### config.mk
export PLATFORM = sky130hd
export DESIGN_NAME = iobc_channel
export DESIGN_NICKNAME = d
export VERILOG_FILES = /design/src/core/iobc_pkg.sv /design/src/core/iobc_sel_if.sv /design/src/core/iobc_channel.sv /design/src/core/iobc_dev_select.sv
export VERILOG_INCLUDE_DIRS = /design/src /design/src/core
export SDC_FILE = /design/constraint.sdc
export NUM_CORES = 1
export LEC_CHECK = 0
export ABC_AREA = 1
export BUFFER_PORTS_ARGS = -buffer_cell sky130_fd_sc_hd__buf_2
export CAP_MARGIN = 30
export CORE_MARGIN = 2
export CORE_UTILIZATION = 42
export CTS_CLUSTER_SIZE = 12
export DETAILED_ROUTE_END_ITERATION = 8
export PLACE_DENSITY_LB_ADDON = 0.05
export SLEW_MARGIN = 25
export SYNTH_ARGS = -nofsm -noshare
export SYNTH_HDL_FRONTEND = slang
export SYNTH_SLANG_ARGS = --single-unit
### constraint.sdc
create_clock -name sys_clk -period 1.5 [get_ports sys_clk]
set_clock_uncertainty 0.2 [all_clocks]
set_input_delay 0 -clock sys_clk [delete_from_list [all_inputs] [get_ports sys_clk]]
set_output_delay 0 -clock sys_clk [all_outputs]
set_load 0.02 [all_outputs]
### src/core/iobc_defines.svh
`ifndef IOBC_DEFINES_SVH
`define IOBC_DEFINES_SVH

// ----------------------------------------------------------------
// Bus widths
// ----------------------------------------------------------------
`define IOBC_ADDR_W     15
`define IOBC_DS_W       6

// ----------------------------------------------------------------
// Address bus levels
// ----------------------------------------------------------------
`define IOBC_ADDR_ZERO  15'h0000
`define IOBC_ADDR_IDLE  15'h7FFF

// ----------------------------------------------------------------
// Default device code (arbitrary value)
// ----------------------------------------------------------------
`define IOBC_DEV_CODE   6'h2A

`endif

### src/core/iobc_pkg.sv
`include "iobc_defines.svh"

package iobc_pkg;

	// ----------------------------------------------------------------
	// Operation kinds posted by the controller
	// ----------------------------------------------------------------
	typedef enum logic [2:0] {
		IOBC_OP_MULTI,
		IOBC_OP_SINGLE_IN,
		IOBC_OP_SINGLE_OUT,
		IOBC_OP_INC,
		IOBC_OP_ADD
	} iobc_op_t;

	// ----------------------------------------------------------------
	// Channel sequencer states
	// ----------------------------------------------------------------
	typedef enum logic [1:0] {
		IOBC_IDLE,
		IOBC_REQ,
		IOBC_GRANT
	} iobc_state_t;

endpackage : iobc_pkg

### src/core/iobc_sel_if.sv
`timescale 1ns/1ps
`include "iobc_defines.svh"

// Device select lines and the decoded match
interface iobc_sel_if;
	logic [`IOBC_DS_W-1:0] lines;   // Six select lines as seen on the bus
	logic                  hit;     // Lines carry this controller's code

	modport ctrl (output lines, input hit);
	modport dec  (input lines, output hit);
endinterface : iobc_sel_if

### src/core/iobc_channel.sv
`timescale 1ns/1ps
`include "iobc_defines.svh"

// Function
// - Single-cycle request alone means transfer out
// - Both requests together mean transfer in
// - Channel request alone: multi-cycle, add; with increment request: increment
// - Request only with chain enable; cut chain
// - On grant drive word-count or memory address
// - Respond only to own six-line code
// - Increment request bumps word at address
// - Controller drives fifteen address lines
// - Trap address driven during interrupt break
// - Word-count address for multi, increment, add
// - Absolute address for single-cycle transfers

module iobc_channel
	import iobc_pkg::*;
#(
	parameter logic [`IOBC_DS_W-1:0] DEV_CODE = `IOBC_DEV_CODE  // Arbitrary default code
) (
	// Clock and reset
	input  wire logic                    sys_clk,
	input  wire logic                    reset_n,
	// User side
	input  wire logic                    opStart,
	input  wire iobc_op_t                opKind,
	input  wire logic [`IOBC_ADDR_W-1:0] wordCountAddr,
	input  wire logic [`IOBC_ADDR_W-1:0] memoryAddr,
	input  wire logic [`IOBC_ADDR_W-1:0] trapAddr,
	input  wire logic                    interruptBreak,
	output logic                         opBusy,
	output logic                         opDone,
	output logic                         deviceSelected,
	// Daisy chain and grant
	input  wire logic                    channelEnableChainIn,
	output logic                         channelEnableChainOut,
	input  wire logic                    channelGrant,
	// Requests, active low
	output logic                         channelRequest_n,
	output logic                         singleCycleRequest_n,
	output logic                         incrementMemoryRequest_n,
	// Device select lines
	input  wire logic [`IOBC_DS_W-1:0]   devSelect,
	// Address bus, open drain
	output logic [`IOBC_ADDR_W-1:0]      ioAddrOut_n,
	output logic                         ioAddrOe
);

	// ----------------------------------------------------------------
	// Declarations
	// ----------------------------------------------------------------
	iobc_state_t               state_ff;        // Sequencer state
	iobc_state_t               nxt_state;
	iobc_op_t                  kind_ff;         // Operation latched at start
	iobc_op_t                  nxt_kind;
	logic                      done_ff;         // One-cycle completion pulse
	logic                      nxt_done;
	logic                      selHit_ff;       // Registered select match
	logic                      nxt_selHit;
	logic [`IOBC_ADDR_W-1:0]   addr_ff;         // Address lines as driven, active low
	logic [`IOBC_ADDR_W-1:0]   nxt_addr;
	logic                      addrOe_ff;       // Address bus enable
	logic                      nxt_addrOe;
	logic                      posting;         // Request or grant in progress
	logic                      isSingle;        // Latched kind is single-cycle
	iobc_sel_if                selBus();        // Link to decoder

	// ----------------------------------------------------------------
	// Device select decode
	// ----------------------------------------------------------------
	assign selBus.lines = devSelect;

	iobc_dev_select #(
		.DEV_CODE (DEV_CODE)
	) u_dev_select (
		.sel (selBus.dec)
	);

	// ----------------------------------------------------------------
	// Sequencer
	// ----------------------------------------------------------------
	assign posting  = (state_ff != IOBC_IDLE);
	assign isSingle = (kind_ff == IOBC_OP_SINGLE_IN) || (kind_ff == IOBC_OP_SINGLE_OUT);

	// Next state, kind and completion pulse
	always_comb begin
		nxt_state = state_ff;
		nxt_kind  = kind_ff;
		nxt_done  = 1'b0;
		case (state_ff)
			IOBC_IDLE: begin
				// A start without chain enable is simply not taken
				if (opStart && channelEnableChainIn) begin
					nxt_state = IOBC_REQ;
					nxt_kind  = opKind;
				end
			end
			IOBC_REQ: begin
				// Hold the request until the processor grants it
				if (channelGrant) begin
					nxt_state = IOBC_GRANT;
				end
			end
			IOBC_GRANT: begin
				// Grant withdrawn marks the end of the bus cycle
				if (!channelGrant) begin
					nxt_state = IOBC_IDLE;
					nxt_done  = 1'b1;
				end
			end
			default: begin
				nxt_state = IOBC_IDLE;
			end
		endcase
	end

	// Sequencer registers
	always_ff @(posedge sys_clk) begin
		if (!reset_n) begin
			state_ff <= IOBC_IDLE;
			kind_ff  <= IOBC_OP_MULTI;
			done_ff  <= 1'b0;
		end else begin
			state_ff <= nxt_state;
			kind_ff  <= nxt_kind;
			done_ff  <= nxt_done;
		end
	end

	// ----------------------------------------------------------------
	// Request encoding
	// ----------------------------------------------------------------
	// Requests stand only in the request state, so they clear on the clock after the grant
	always_comb begin
		channelRequest_n         = 1'b1;
		singleCycleRequest_n     = 1'b1;
		incrementMemoryRequest_n = 1'b1;
		if (state_ff == IOBC_REQ) begin
			case (kind_ff)
				IOBC_OP_SINGLE_OUT: begin
					singleCycleRequest_n = 1'b0;
				end
				IOBC_OP_SINGLE_IN: begin
					channelRequest_n     = 1'b0;
					singleCycleRequest_n = 1'b0;
				end
				IOBC_OP_INC: begin
					channelRequest_n         = 1'b0;
					incrementMemoryRequest_n = 1'b0;
				end
				default: begin
					channelRequest_n = 1'b0;
				end
			endcase
		end
	end

	// Chain cut the moment a request is posted, no clock delay
	assign channelEnableChainOut = channelEnableChainIn && !posting;

	// ----------------------------------------------------------------
	// Address bus and select match
	// ----------------------------------------------------------------
	// Trap address wins: a break and a grant should not overlap
	// Kept in bus sense so the pins come straight from flip-flops
	always_comb begin
		nxt_addr   = `IOBC_ADDR_IDLE;
		nxt_addrOe = 1'b0;
		nxt_selHit = selBus.hit;
		if (interruptBreak) begin
			nxt_addr   = ~trapAddr;
			nxt_addrOe = 1'b1;
		end else if (posting && channelGrant) begin
			nxt_addrOe = 1'b1;
			if (isSingle) begin
				nxt_addr = ~memoryAddr;
			end else begin
				nxt_addr = ~wordCountAddr;
			end
		end
	end

	// Address registers, one cycle behind grant or break
	always_ff @(posedge sys_clk) begin
		if (!reset_n) begin
			addr_ff   <= `IOBC_ADDR_IDLE;
			addrOe_ff <= 1'b0;
			selHit_ff <= 1'b0;
		end else begin
			addr_ff   <= nxt_addr;
			addrOe_ff <= nxt_addrOe;
			selHit_ff <= nxt_selHit;
		end
	end

	// Active-low lines; idle level whenever not enabled
	assign ioAddrOut_n    = addr_ff;
	assign ioAddrOe       = addrOe_ff;
	assign opBusy         = posting;
	assign opDone         = done_ff;
	assign deviceSelected = selHit_ff;
endmodule : iobc_channel

### src/core/iobc_dev_select.sv
`timescale 1ns/1ps
`include "iobc_defines.svh"

// ----------------------------------------------------------------
// Device select decoder
// ----------------------------------------------------------------
module iobc_dev_select
	import iobc_pkg::*;
#(
	parameter logic [`IOBC_DS_W-1:0] DEV_CODE = `IOBC_DEV_CODE  // Arbitrary default code
) (
	// Select lines in, match out
	iobc_sel_if.dec sel
);

	// Line 0 holds instruction bit 6, later lines the following bits
	// All six lines compared at once, any other code ignored
	assign sel.hit = (sel.lines == DEV_CODE);

endmodule : iobc_dev_select

Yosys cells after proc, flatten, opt, wreduce, memory -nomap -nowiden:

Index checks and enable logic that the tools add are counted.

* bits of input ports: 60
* logic and storage cells: 45
* output and inout bits: 23
* bits in registers: 23

* eq/ne operators: 9
* bitwise operators: 3
* reduce and logical (&&, ||, !) cells: 11
* multiplexer cells: 16

Operators by type and width (count)
* $mux W15: 3
* $not A15 Y15: 3
* $mux W1: 9
* $eq A3 B2 Y1 const B: 2
* $eq A6 B6 Y1 const B: 1
* $mux W2: 3
* $ne A2 B2 Y1 const B: 3
* $pmux W2 S3: 1
* $reduce_and A2 Y1: 2
* $eq A3 B1 Y1 const B: 1
* $logic_and A1 B1 Y1: 3
* $reduce_and A3 Y1: 1
* $eq A2 B1 Y1 const B: 1
* $eq A2 B2 Y1 const B: 1
* $logic_not A2 Y1: 1
* $reduce_bool A2 Y1: 1
* $reduce_or A2 Y1: 1
* $logic_not A1 Y1: 1
* $logic_or A1 B1 Y1: 1

Depth between registers and ports, before layout:

Gate-level depths: netlist of the first run.

* word-level depth: 5
* depth in mapped cells: 8

Modules after synthesis:

From an unflattened synthesis of the first run, not the netlist that was laid out.

* cell total of the unflattened synthesis: 215
* area total of the unflattened synthesis: 1292.5 µm²

Modules (own cells, without submodules)
* iobc_channel: times used 1, cells an instance 208, area each 1263.7 µm²
* iobc_dev_select: times used 1, cells an instance 7, area each 28.8 µm²

Worst setup path after synthesis of the first run:

Ideal clock, no wire load.

* kind: flip-flop to flip-flop
* start point: register state_ff[1]
* end point: register kind_ff[2]
* period minus slack after synthesis: 1.300 ns
* stages on the path, launching flop included: 7
* setup time: 0.116 ns
* arrival: 0.985 ns
* setup slack: 0.200 ns
* path through: dfxtp_1 -> nor2_1 -> inv_1 -> nor2_1 -> inv_1 -> nor2_1 -> nor2_1

* cells in the longest elaborated chain, start to end: 2

Ends and longest elaborated chain
* start, declared: RTL line iobc_channel.sv:53 `iobc_state_t state_ff;`
* start signal, assigned: RTL line iobc_channel.sv:125 `state_ff <= nxt_state;`
* $logic_not A2 Y1: RTL line iobc_channel.sv:91 `case (state_ff)`
* $reduce_and A2 Y1 (no source line)
* end signal, assigned: RTL line iobc_channel.sv:126 `kind_ff <= nxt_kind;`
* end, declared: RTL line iobc_channel.sv:55 `iobc_op_t kind_ff;`

Every way passes these cells.
A chain may end at the register's enable or synchronous reset.

Worst setup path in the final report of the first run:

* start point: register state_ff[1]
* end point: register done_ff (netlist: opDone)

* cells in the longest elaborated chain, start to end: 2

Ends and longest elaborated chain
* $eq A2 B2 Y1: RTL line iobc_channel.sv:91
* $reduce_and A2 Y1 (no source line)
* end signal, assigned: RTL line iobc_channel.sv:127 `done_ff <= nxt_done;`
* end, declared: RTL line iobc_channel.sv:57 `logic done_ff;`

Every way passes these cells.

==> metrics, run 1 <==
routed len/inst 11.3 µm; hold path depth 3; required time worst endpoint 1.56 ns; Max-Cap Viols 0; first-pass GRT wire length 6920 µm; row count 19; HP Class in -> reg; Flop pwr share 44.7%; RSZ-0062 raised after global routing yes; worst reg2reg path depth 3; sw frac 30.8%; Setup TNS Final 0 ns; fraction of layout cells with a size suffix above 1 31.2%; largest area contributor in the netlist dfxtp_1; internal power 1.02 mW; Placer Congestion 0.724; placed insts 320; post-synth top area share 36.1%; CTS tree yes; first drt pass iteration count 6; outcome finished clean; clock buffer depth 2; Final Instance Area 2400 µm²; vias per cell 4.53; nature of the critical path startpoint register; Synth warnings 0; fin crit share 96.1%; minimum hold slack 0.185 ns; peak supply drop 586 µV; CTS Buf Count 3; CP Max Fanout 3; Routed Wire Length 4420 µm; Post-Syn Nets 269; Final Power 1.48 mW; Max Slew Vio Count 0; min Tclk post-route 1.44 ns; P_sw 455 µW; vias in the first global route 1646; core area 2830 µm²; sequential area share after synthesis 36.1%; # clock sinks 23; full die area 3490 µm²; layout net count 420; post-synthesis cell type count 21; # DRC 0; grt ovf 0; combinational power share 35.5%; Avg Cell Area, Syn 6.09 µm²; max_slew headroom 80.3%; top achievable clock speed 694 MHz; largest net degree at the start of global routing 21; fin cells 390; worst slew pin tran 0.294 ns; prevailing post-synth register cell dfxtp_1; register bit total from synthesis 23; Finished Core Util 84.8%; Top Ports 83; top post-synthesis cells by count nand2_1, nor2_1, inv_1; DP HPWL 2340 µm; CP arrival 1.50 ns; initial antenna violation count 0; crit end category register; Inserted Diodes 0; GRT Total Usage 26.0%; IO buf count 82; area growth from synthesis to layout 88.3%; Post-Place Worst Slack 0.0841 ns; Post-synth EDFFs 0; Synth area leaders dfxtp_1, nand2_1, nor2_1; ys async rst share 0%; root buffer cell clkbuf_4; clock share of power 19.8%; Setup violations, final 0; chip width 59.1 µm; Worst-Skew Late Latency 0.32 ns; vias 1765; Die H 59.1 µm; Post-Syn Area 1270 µm²; Lkg Pwr 1.30 nW; DRT iter0 DRCs 92; Final Hold Fails 0; Worst-path clk slew 0.12 ns; placed cell area 1720 µm²; critical path class reg -> reg; pwr dens 617 nW/µm²; H-tree depth 1; Worst Slack Setup Final 0.0589 ns; Detail Route Antenna Nets 0; Post-Syn Instances 209; count leader, synth nand2_1; initial core utilization 45.0%
-- critical path, cell delays in order (launching register included) --
cell	delay [ns]
dfxtp_2	0.36
inv_1	0.05
nor4_1	0.21
dlygate4sd3_1	0.57
-- placed cells by master, fill, tap and decap left out, drive strengths merged, types with 2 or more instances in the layout --
| master | netlist | final |
|---|---|---|
| nor4 | 2 | 2 |
| clkbuf | 2 | 4 |
| nand2 | 52 | 52 |
| inv | 39 | 39 |
| nand3 | 31 | 31 |
| buf | 6 | 96 |
| o21ai | 3 | 3 |
| nor2 | 46 | 46 |
| dfxtp | 23 | 23 |
| dlygate4sd3 | 0 | 58 |
-- flip-flops by register name (all words and copies together), names as in the netlist --
signal / flops
deviceSelected: 1
ioAddrOe: 1
ioAddrOut_n: 15
kind_ff: 3
opDone: 1
state_ff: 2
-- cell type report --
class / count / area (µm²)
clock buffer: 4 / 26.3
fill: 185 / 430
inverter: 40 / 150
multi-input combinational: 138 / 623
sequential: 23 / 464
tap: 31 / 38.8
timing repair buffer: 154 / 1100
-- power groups by stage --
stage | registers (mW) | clock network (mW) | logic [mW]
floorplan | 0.708 | 0 | 0.199
global placement | 0.675 | 0 | 0.369
detailed placement | 0.674 | 0 | 0.369
CTS | 0.662 | 0.301 | 0.492
global route | 0.667 | 0.329 | 0.578
finish | 0.662 | 0.293 | 0.525
-- worst paths after layout --
| kind | start | endpoint | slack, ns |
|---|---|---|---|
| worst max-delay path | state_ff[1]$_SDFFE_PN0P_ | opDone$_SDFF_PN0_ | 0.06 |
| worst min-delay path | devSelect[0] | deviceSelected$_SDFF_PN0_ | 0.19 |
| worst max register to register | state_ff[1]$_SDFFE_PN0P_ | opDone$_SDFF_PN0_ | 0.06 |
| worst min register to register | state_ff[1]$_SDFFE_PN0P_ | state_ff[0]$_SDFFE_PN0P_ | 0.37 |
-- cells by family (layout without fill, tap and decap cells) --
logic type / Yosys count / count (layout) / share of synthesized area [%]
flops: 23 / 23 / 36.1
simple gates: 134 / 134 / 46.5
buf+inv: 48 / 198 / 15.8
compound gates: 4 / 4 / 1.57
-- timing repair --
item,in CTS,in global routing
resized for setup,4,2
gates cloned,0,0
endpoints found under the setup margin,2,4
hold buffers,58,0
endpoints found under the hold margin,23,0
pin swaps,1,3
buffers inserted,2,6
-- per-layer routing --
layer  GRT usage [%]  vias to the layer above  routed length [µm]  part of all wire [%]
met4            11.4                        0                 152                   3.4
met5               0                        -                   0                     0
met1            29.1                      746                1770                    40
met3            5.68                       14                 266                   6.0
li1                -                      924                   -                     -
met2            46.8                       81                2240                    51
Power figures use the tool's default switching activity.
==> inputs of run 2 (changes only) <==
- CELL_PAD_IN_SITES_DETAIL_PLACEMENT: unset -> 0
- CELL_PAD_IN_SITES_GLOBAL_PLACEMENT: unset -> 1
- CORE_UTILIZATION: 42 -> 26
==> metrics, run 2 (synthesis results as in run 1) <==
outcome finished with violations (was finished clean); failing checks negative hold slack; fin crit share 95.4% (was 96.1%); layout net count 423 (was 420); min Tclk post-route 1.43 ns (was 1.44 ns); placed insts 357 (was 320); worst slew pin tran 0.289 ns (was 0.294 ns); largest net degree at the start of global routing 31 (was 21); Placer Congestion 0.754 (was 0.724); required time worst endpoint 1.51 ns (was 1.56 ns); routed len/inst 10.1 µm (was 11.3 µm); area growth from synthesis to layout 101% (was 88.3%); peak supply drop 331 µV (was 586 µV); DP HPWL 2770 µm (was 2340 µm); crit end category register (unchanged); max_slew headroom 80.8% (was 80.3%); Top Ports 83 (unchanged); clock buffer depth 2 (unchanged); minimum hold slack -0.00417 ns (was 0.185 ns); CP arrival 1.44 ns (was 1.50 ns); # DRC 0 (unchanged); Worst-path clk slew 0.09 ns (was 0.12 ns); Lkg Pwr 1.33 nW (was 1.30 nW); first-pass GRT wire length 7010 µm (was 6920 µm); CP max-delay cell dlygate4sd3_1 (unchanged); vias per cell 4.05 (was 4.53); Register Area 464 µm² (unchanged); Max Slew Vio Count 0 (unchanged); chip width 74.0 µm (was 59.1 µm); critical path cell sequence inv_1, nor4_2, dlygate4sd3_1 (was inv_1, nor4_1, dlygate4sd3_1); top achievable clock speed 699 MHz (was 694 MHz); H-tree depth 1 (unchanged); vias in the first global route 1783 (was 1646); Worst-Skew Late Latency 0.26 ns (was 0.32 ns); Die H 74.0 µm (was 59.1 µm); IO buf count 82 (unchanged); fraction of layout cells with a size suffix above 1 30.4% (was 31.2%); CTS tree yes (unchanged); initial antenna violation count 0 (unchanged); critical path class reg -> reg (unchanged); flip-flop count of the largest register after layout 15 (unchanged); pwr dens 627 nW/µm² (was 617 nW/µm²); final-layout fill cell count 500 (was 185); Multi-input gate area 641 µm² (was 623 µm²); vias 1736 (was 1765); row count 25 (was 19); GRT Total Usage 16.6% (was 26.0%); CP Buf/Inv Count 2 (unchanged); grt ovf 0 (unchanged); Detail Route Antenna Nets 0 (unchanged); Routed Wire Length 4330 µm (was 4420 µm); CTS Buf Count 3 (unchanged); first drt pass iteration count 4 (was 6); Inserted Diodes 0 (unchanged); core area 4720 µm² (was 2830 µm²); fin cells 429 (was 390); root buffer cell clkbuf_8 (was clkbuf_4); most frequent cells in the layout buf_2, dlygate4sd3_1, nand2_1 (unchanged); r2r setup slk 0.07 ns (was 0.06 ns); commonest non-fill, non-tap cell in the layout buf_2 (unchanged); CP Max Fanout 3 (unchanged); initial core utilization 27.0% (was 45.0%); nature of the critical path startpoint register (unchanged); HP Class in -> reg (unchanged); critical path's largest stage delay 0.56 ns (was 0.57 ns); Setup violations, final 0 (unchanged); # clock sinks 23 (unchanged); Final Hold Fails 1 (was 0); full die area 5470 µm² (was 3490 µm²); DRT iter0 DRCs 54 (was 92); Finished Core Util 54.1% (was 84.8%); Max-Cap Viols 0 (unchanged); CP top delay family buffers and inverters (unchanged)
run 2: cell count changes in the layout (fill, tap and decap cells not counted), sizes merged:
cell | previous run | this run
buf | 96 | 93
dlygate4sd3 | 58 | 64
run 2: path summary, 6_finish.rpt:
kind / cells after the start / startpoint / end
max reg2reg: 3 / state_ff[1]$_SDFFE_PN0P_ / opDone$_SDFF_PN0_
max: 3 / state_ff[1]$_SDFFE_PN0P_ / opDone$_SDFF_PN0_
min reg2reg: 3 / state_ff[1]$_SDFFE_PN0P_ / state_ff[0]$_SDFFE_PN0P_
min: 4 / reset_n / ioAddrOe$_SDFF_PN0_
run 2: area by class of cell:
class                      instances  area share [%]
timing repair buffer             157            45.9
clock buffer                       4            1.76
sequential                        23            18.2
multi-input combinational        138            25.0
tap                               67            3.28
inverter                          40            5.87
run 2: layer usage:
metal | wire [µm] | global-route usage, %
met5 | 0 | 0
met2 | 2220 | 33.4
met3 | 218 | 2.03
met1 | 1840 | 17.6
met4 | 53 | 4.85
run 2: stage by stage:
| stage | total power, mW | cell area (µm²) | setup WS (ns) | TNS [ns] |
|---|---|---|---|---|
| floorplan | 0.908 | 1270 | 0.200 | 0 |
| global placement | 1.07 | 1790 | 0.176 | 0 |
| detailed placement | 1.06 | 1790 | 0.155 | 0 |
| CTS | 1.58 | 2440 | 0.00352 | 0 |
| global route | 1.71 | 2560 | -0.00258 | -0.00258 |
| finish | 1.60 | 2560 | 0.0691 | 0 |
run 2: what timing repair did:
item                                    CTS  global route
pin swaps                                 1             1
setup buffers                             0             4
hold buffers                             59             6
endpoints found under the hold margin    23             1
endpoints found under the setup margin    2             4
resized for setup                         3             6
run 2: power breakdown:
group          internal (mW)  switching [mW]  total, mW
clock                  0.189           0.202      0.391
combinational          0.299           0.252      0.551
sequential             0.646          0.0157      0.661
total                   1.13           0.469       1.60
run 2: worst reg2reg max path, stage by stage (launching register included):
cell and delay (ns):
dfxtp_2 0.37, inv_1 0.07, nor4_2 0.19, dlygate4sd3_1 0.56
==> inputs of run 3 (changes only) <==
- ABC_AREA: 1 -> unset
- CAP_MARGIN: 30 -> unset
- CORE_UTILIZATION: 26 -> 27
- PLACE_DENSITY_LB_ADDON: 0.05 -> 0.1
==> metrics, run 3 <==
# clock sinks 23 (unchanged); sw frac 28.1% (was 29.2%); r2r setup slk 0.04 ns (was 0.07 ns); Worst-Skew Late Latency 0.26 ns (about the same); required time worst endpoint 1.48 ns (was 1.51 ns); placed cell area 1630 µm² (was 1790 µm²); CP Max Fanout 30 (was 3); fin cells 306 (was 429); Post-Place Worst Slack -0.0366 ns (was 0.155 ns); largest net degree at the start of global routing 31 (unchanged); vias 1424 (was 1736); initial core utilization 28.2% (was 27.0%); Max-Cap Viols 0 (unchanged); layout net count 317 (was 423); Setup violations, final 0 (unchanged); post-synth top area share 40.6% (was 36.1%); GRT Total Usage 17.6% (was 16.6%); Post-synth EDFFs 0 (unchanged); outcome finished clean (was finished with violations); HP Class in -> reg (unchanged); fraction of layout cells with a size suffix above 1 41.0% (was 30.4%); Critical R2R Launch kind_ff[0]$_SDFFE_PN0P_ (was state_ff[1]$_SDFFE_PN0P_); vias per cell 4.65 (was 4.05); Critical path origin kind_ff[0]$_SDFFE_PN0P_ (was state_ff[1]$_SDFFE_PN0P_); Avg Cell Area, Syn 9.46 µm² (was 6.09 µm²); Post-Syn Instances 120 (was 209); ys async rst share 0% (unchanged); clock buffer depth 2 (unchanged); Worst Slack Setup Final 0.0435 ns (was 0.0691 ns); critical path's largest stage delay 0.38 ns (was 0.56 ns); initial antenna violation count 0 (unchanged); Detail Route Antenna Nets 0 (unchanged); area growth from synthesis to layout 99.9% (was 101%); peak supply drop 352 µV (was 331 µV); Synth area leaders dfxtp_1, o311ai_1, a21boi_1 (was dfxtp_1, nand2_1, nor2_1); worst reg2reg path depth 4 (was 3); register bit total from synthesis 23 (unchanged); post-synthesis cell type count 25 (was 21); vias in the first global route 1432 (was 1783); IO buf count 82 (unchanged); row count 23 (was 25); H-tree depth 1 (unchanged); Top Ports 83 (unchanged); critical path class reg -> reg (unchanged); most frequent cells in the layout buf_2, dlygate4sd3_1, dfxtp_1 (was buf_2, dlygate4sd3_1, nand2_1); Max Slew Vio Count 0 (unchanged); top achievable clock speed 687 MHz (was 699 MHz); commonest non-fill, non-tap cell in the layout buf_2 (unchanged); Finished Core Util 56.3% (was 54.1%); chip width 68.8 µm (was 74.0 µm); CP arrival 1.44 ns (about the same); routed len/inst 13.3 µm (was 10.1 µm); prevailing post-synth register cell dfxtp_1 (unchanged); RSZ-0062 raised after global routing yes; CTS Buf Count 3 (unchanged); Die H 68.8 µm (was 74.0 µm); grt ovf 0 (unchanged); CP max-delay cell dfxtp_4 (was dlygate4sd3_1); minimum hold slack 0.0792 ns (was -0.00417 ns); nature of the critical path startpoint register (unchanged); Final Power 1.53 mW (was 1.60 mW); min Tclk post-route 1.46 ns (was 1.43 ns); root buffer cell clkbuf_8 (unchanged); count leader, synth dfxtp_1 (was nand2_1); crit end category register (unchanged); top post-synthesis cells by count dfxtp_1, a21boi_1, and3_1, nand2b_1, o311ai_1 (was nand2_1, nor2_1, inv_1); Final Hold Fails 0 (was 1); first drt pass iteration count 4 (unchanged); Flop pwr share 43.2% (was 41.3%); largest area contributor in the netlist dfxtp_1 (unchanged); worst slew pin tran 0.334 ns (was 0.289 ns); Setup TNS Final 0 ns (unchanged); placed insts 248 (was 357); full die area 4740 µm² (was 5470 µm²); Critical Path End ioAddrOut_n[6]$_SDFF_PN1_ (was opDone$_SDFF_PN0_); Lkg Pwr 1.05 nW (was 1.33 nW); Routed Wire Length 4060 µm (was 4330 µm); Synth warnings 0 (unchanged); # DRC 0 (unchanged); fin crit share 97.1% (was 95.4%); DRT iter0 DRCs 38 (was 54); sequential area share after synthesis 40.6% (was 36.1%); DP HPWL 2620 µm (was 2770 µm); internal power 1.10 mW (was 1.13 mW); flip-flop count of the largest register after layout 15 (unchanged); core area 4030 µm² (was 4720 µm²); CTS tree yes (unchanged); Worst-path clk slew 0.09 ns (about the same); combinational power share 30.6% (was 34.4%); Post-Syn Area 1130 µm² (was 1270 µm²); critical path cell sequence xor2_4, buf_12, and3_2, o311ai_2 (was inv_1, nor4_2, dlygate4sd3_1); clock share of power 26.2% (was 24.4%); first-pass GRT wire length 6180 µm (was 7010 µm); Final Instance Area 2270 µm² (was 2560 µm²); FF-to-FF End ioAddrOut_n[6]$_SDFF_PN1_ (was opDone$_SDFF_PN0_); Placer Congestion 0.748 (was 0.754); Post-Syn Nets 180 (was 269); pwr dens 673 nW/µm² (was 627 nW/µm²); P_sw 429 µW (was 469 µW); max_slew headroom 77.7% (was 80.8%); Inserted Diodes 0 (unchanged)
run 3: cell type report:
class	instances	area, µm²
timing repair buffer	142	1020
clock inverter	1	5.00
fill	382	1760
sequential	23	467
clock buffer	3	41.3
inverter	2	7.51
multi-input combinational	85	664
tap	50	62.6
run 3: worst min path at each step:
stage | startpoint | to | slack, ns | cells past startpoint
floorplan | devSelect[0] | deviceSelected$_SDFF_PN0_ | -0.12 | 1
global placement | devSelect[0] | deviceSelected$_SDFF_PN0_ | -0.04 | 2
detailed placement | devSelect[0] | deviceSelected$_SDFF_PN0_ | -0.03 | 2
CTS | opStart | state_ff[0]$_SDFFE_PN0P_ | 0.07 | 3
global route | opStart | state_ff[0]$_SDFFE_PN0P_ | 0.11 | 3
finish | opStart | state_ff[0]$_SDFFE_PN0P_ | 0.08 | 3
run 3: repair_timing:
item | in CTS | in global routing
pin swaps | 1 | 2
setup buffers | 1 | 0
endpoints found under the setup margin | 4 | 18
endpoints found under the hold margin | 23 | 0
hold buffers | 53 | 0
resized for setup | 2 | 10
run 3: cell families after synthesis:
group / count (synthesis) / synth area share, %
buffers and inverters: 12 / 5.40
XOR/XNOR: 2 / 1.54
AND/OR/NAND/NOR: 46 / 25.9
flip-flops: 23 / 40.6
AO/OA/AOI/OAI: 34 / 23.9
multiplexers: 3 / 2.65
run 3: worst max-delay path: cells and delay by family, from the launching register on:
family | cells | cell delay (ns)
xor gates and xnor gates | 1 | 0.19
AOI/OAI and AO/OA | 1 | 0.21
DFF | 1 | 0.38
buffers and inverters | 1 | 0.16
and+or+nand+nor | 1 | 0.22
run 3: power by group through the flow:
stage	Combinational, mW	Clock [mW]	Sequential [mW]
2_1_floorplan	0.158	0	0.707
4_1_cts	0.458	0.417	0.659
3_5_place_dp	0.346	0	0.673
6_report	0.467	0.400	0.660
3_3_place_gp	0.337	0	0.672
5_1_grt	0.512	0.444	0.665
run 3: layer usage:
metal | global-route usage (%) | part of all wire [%] | up-vias
met2 | 33.8 | 53 | 51
met4 | 6.86 | 1.3 | 0
met5 | 0 | 0 | -
met3 | 2.76 | 5.3 | 6
met1 | 18.9 | 41 | 653
li1 | - | - | 714
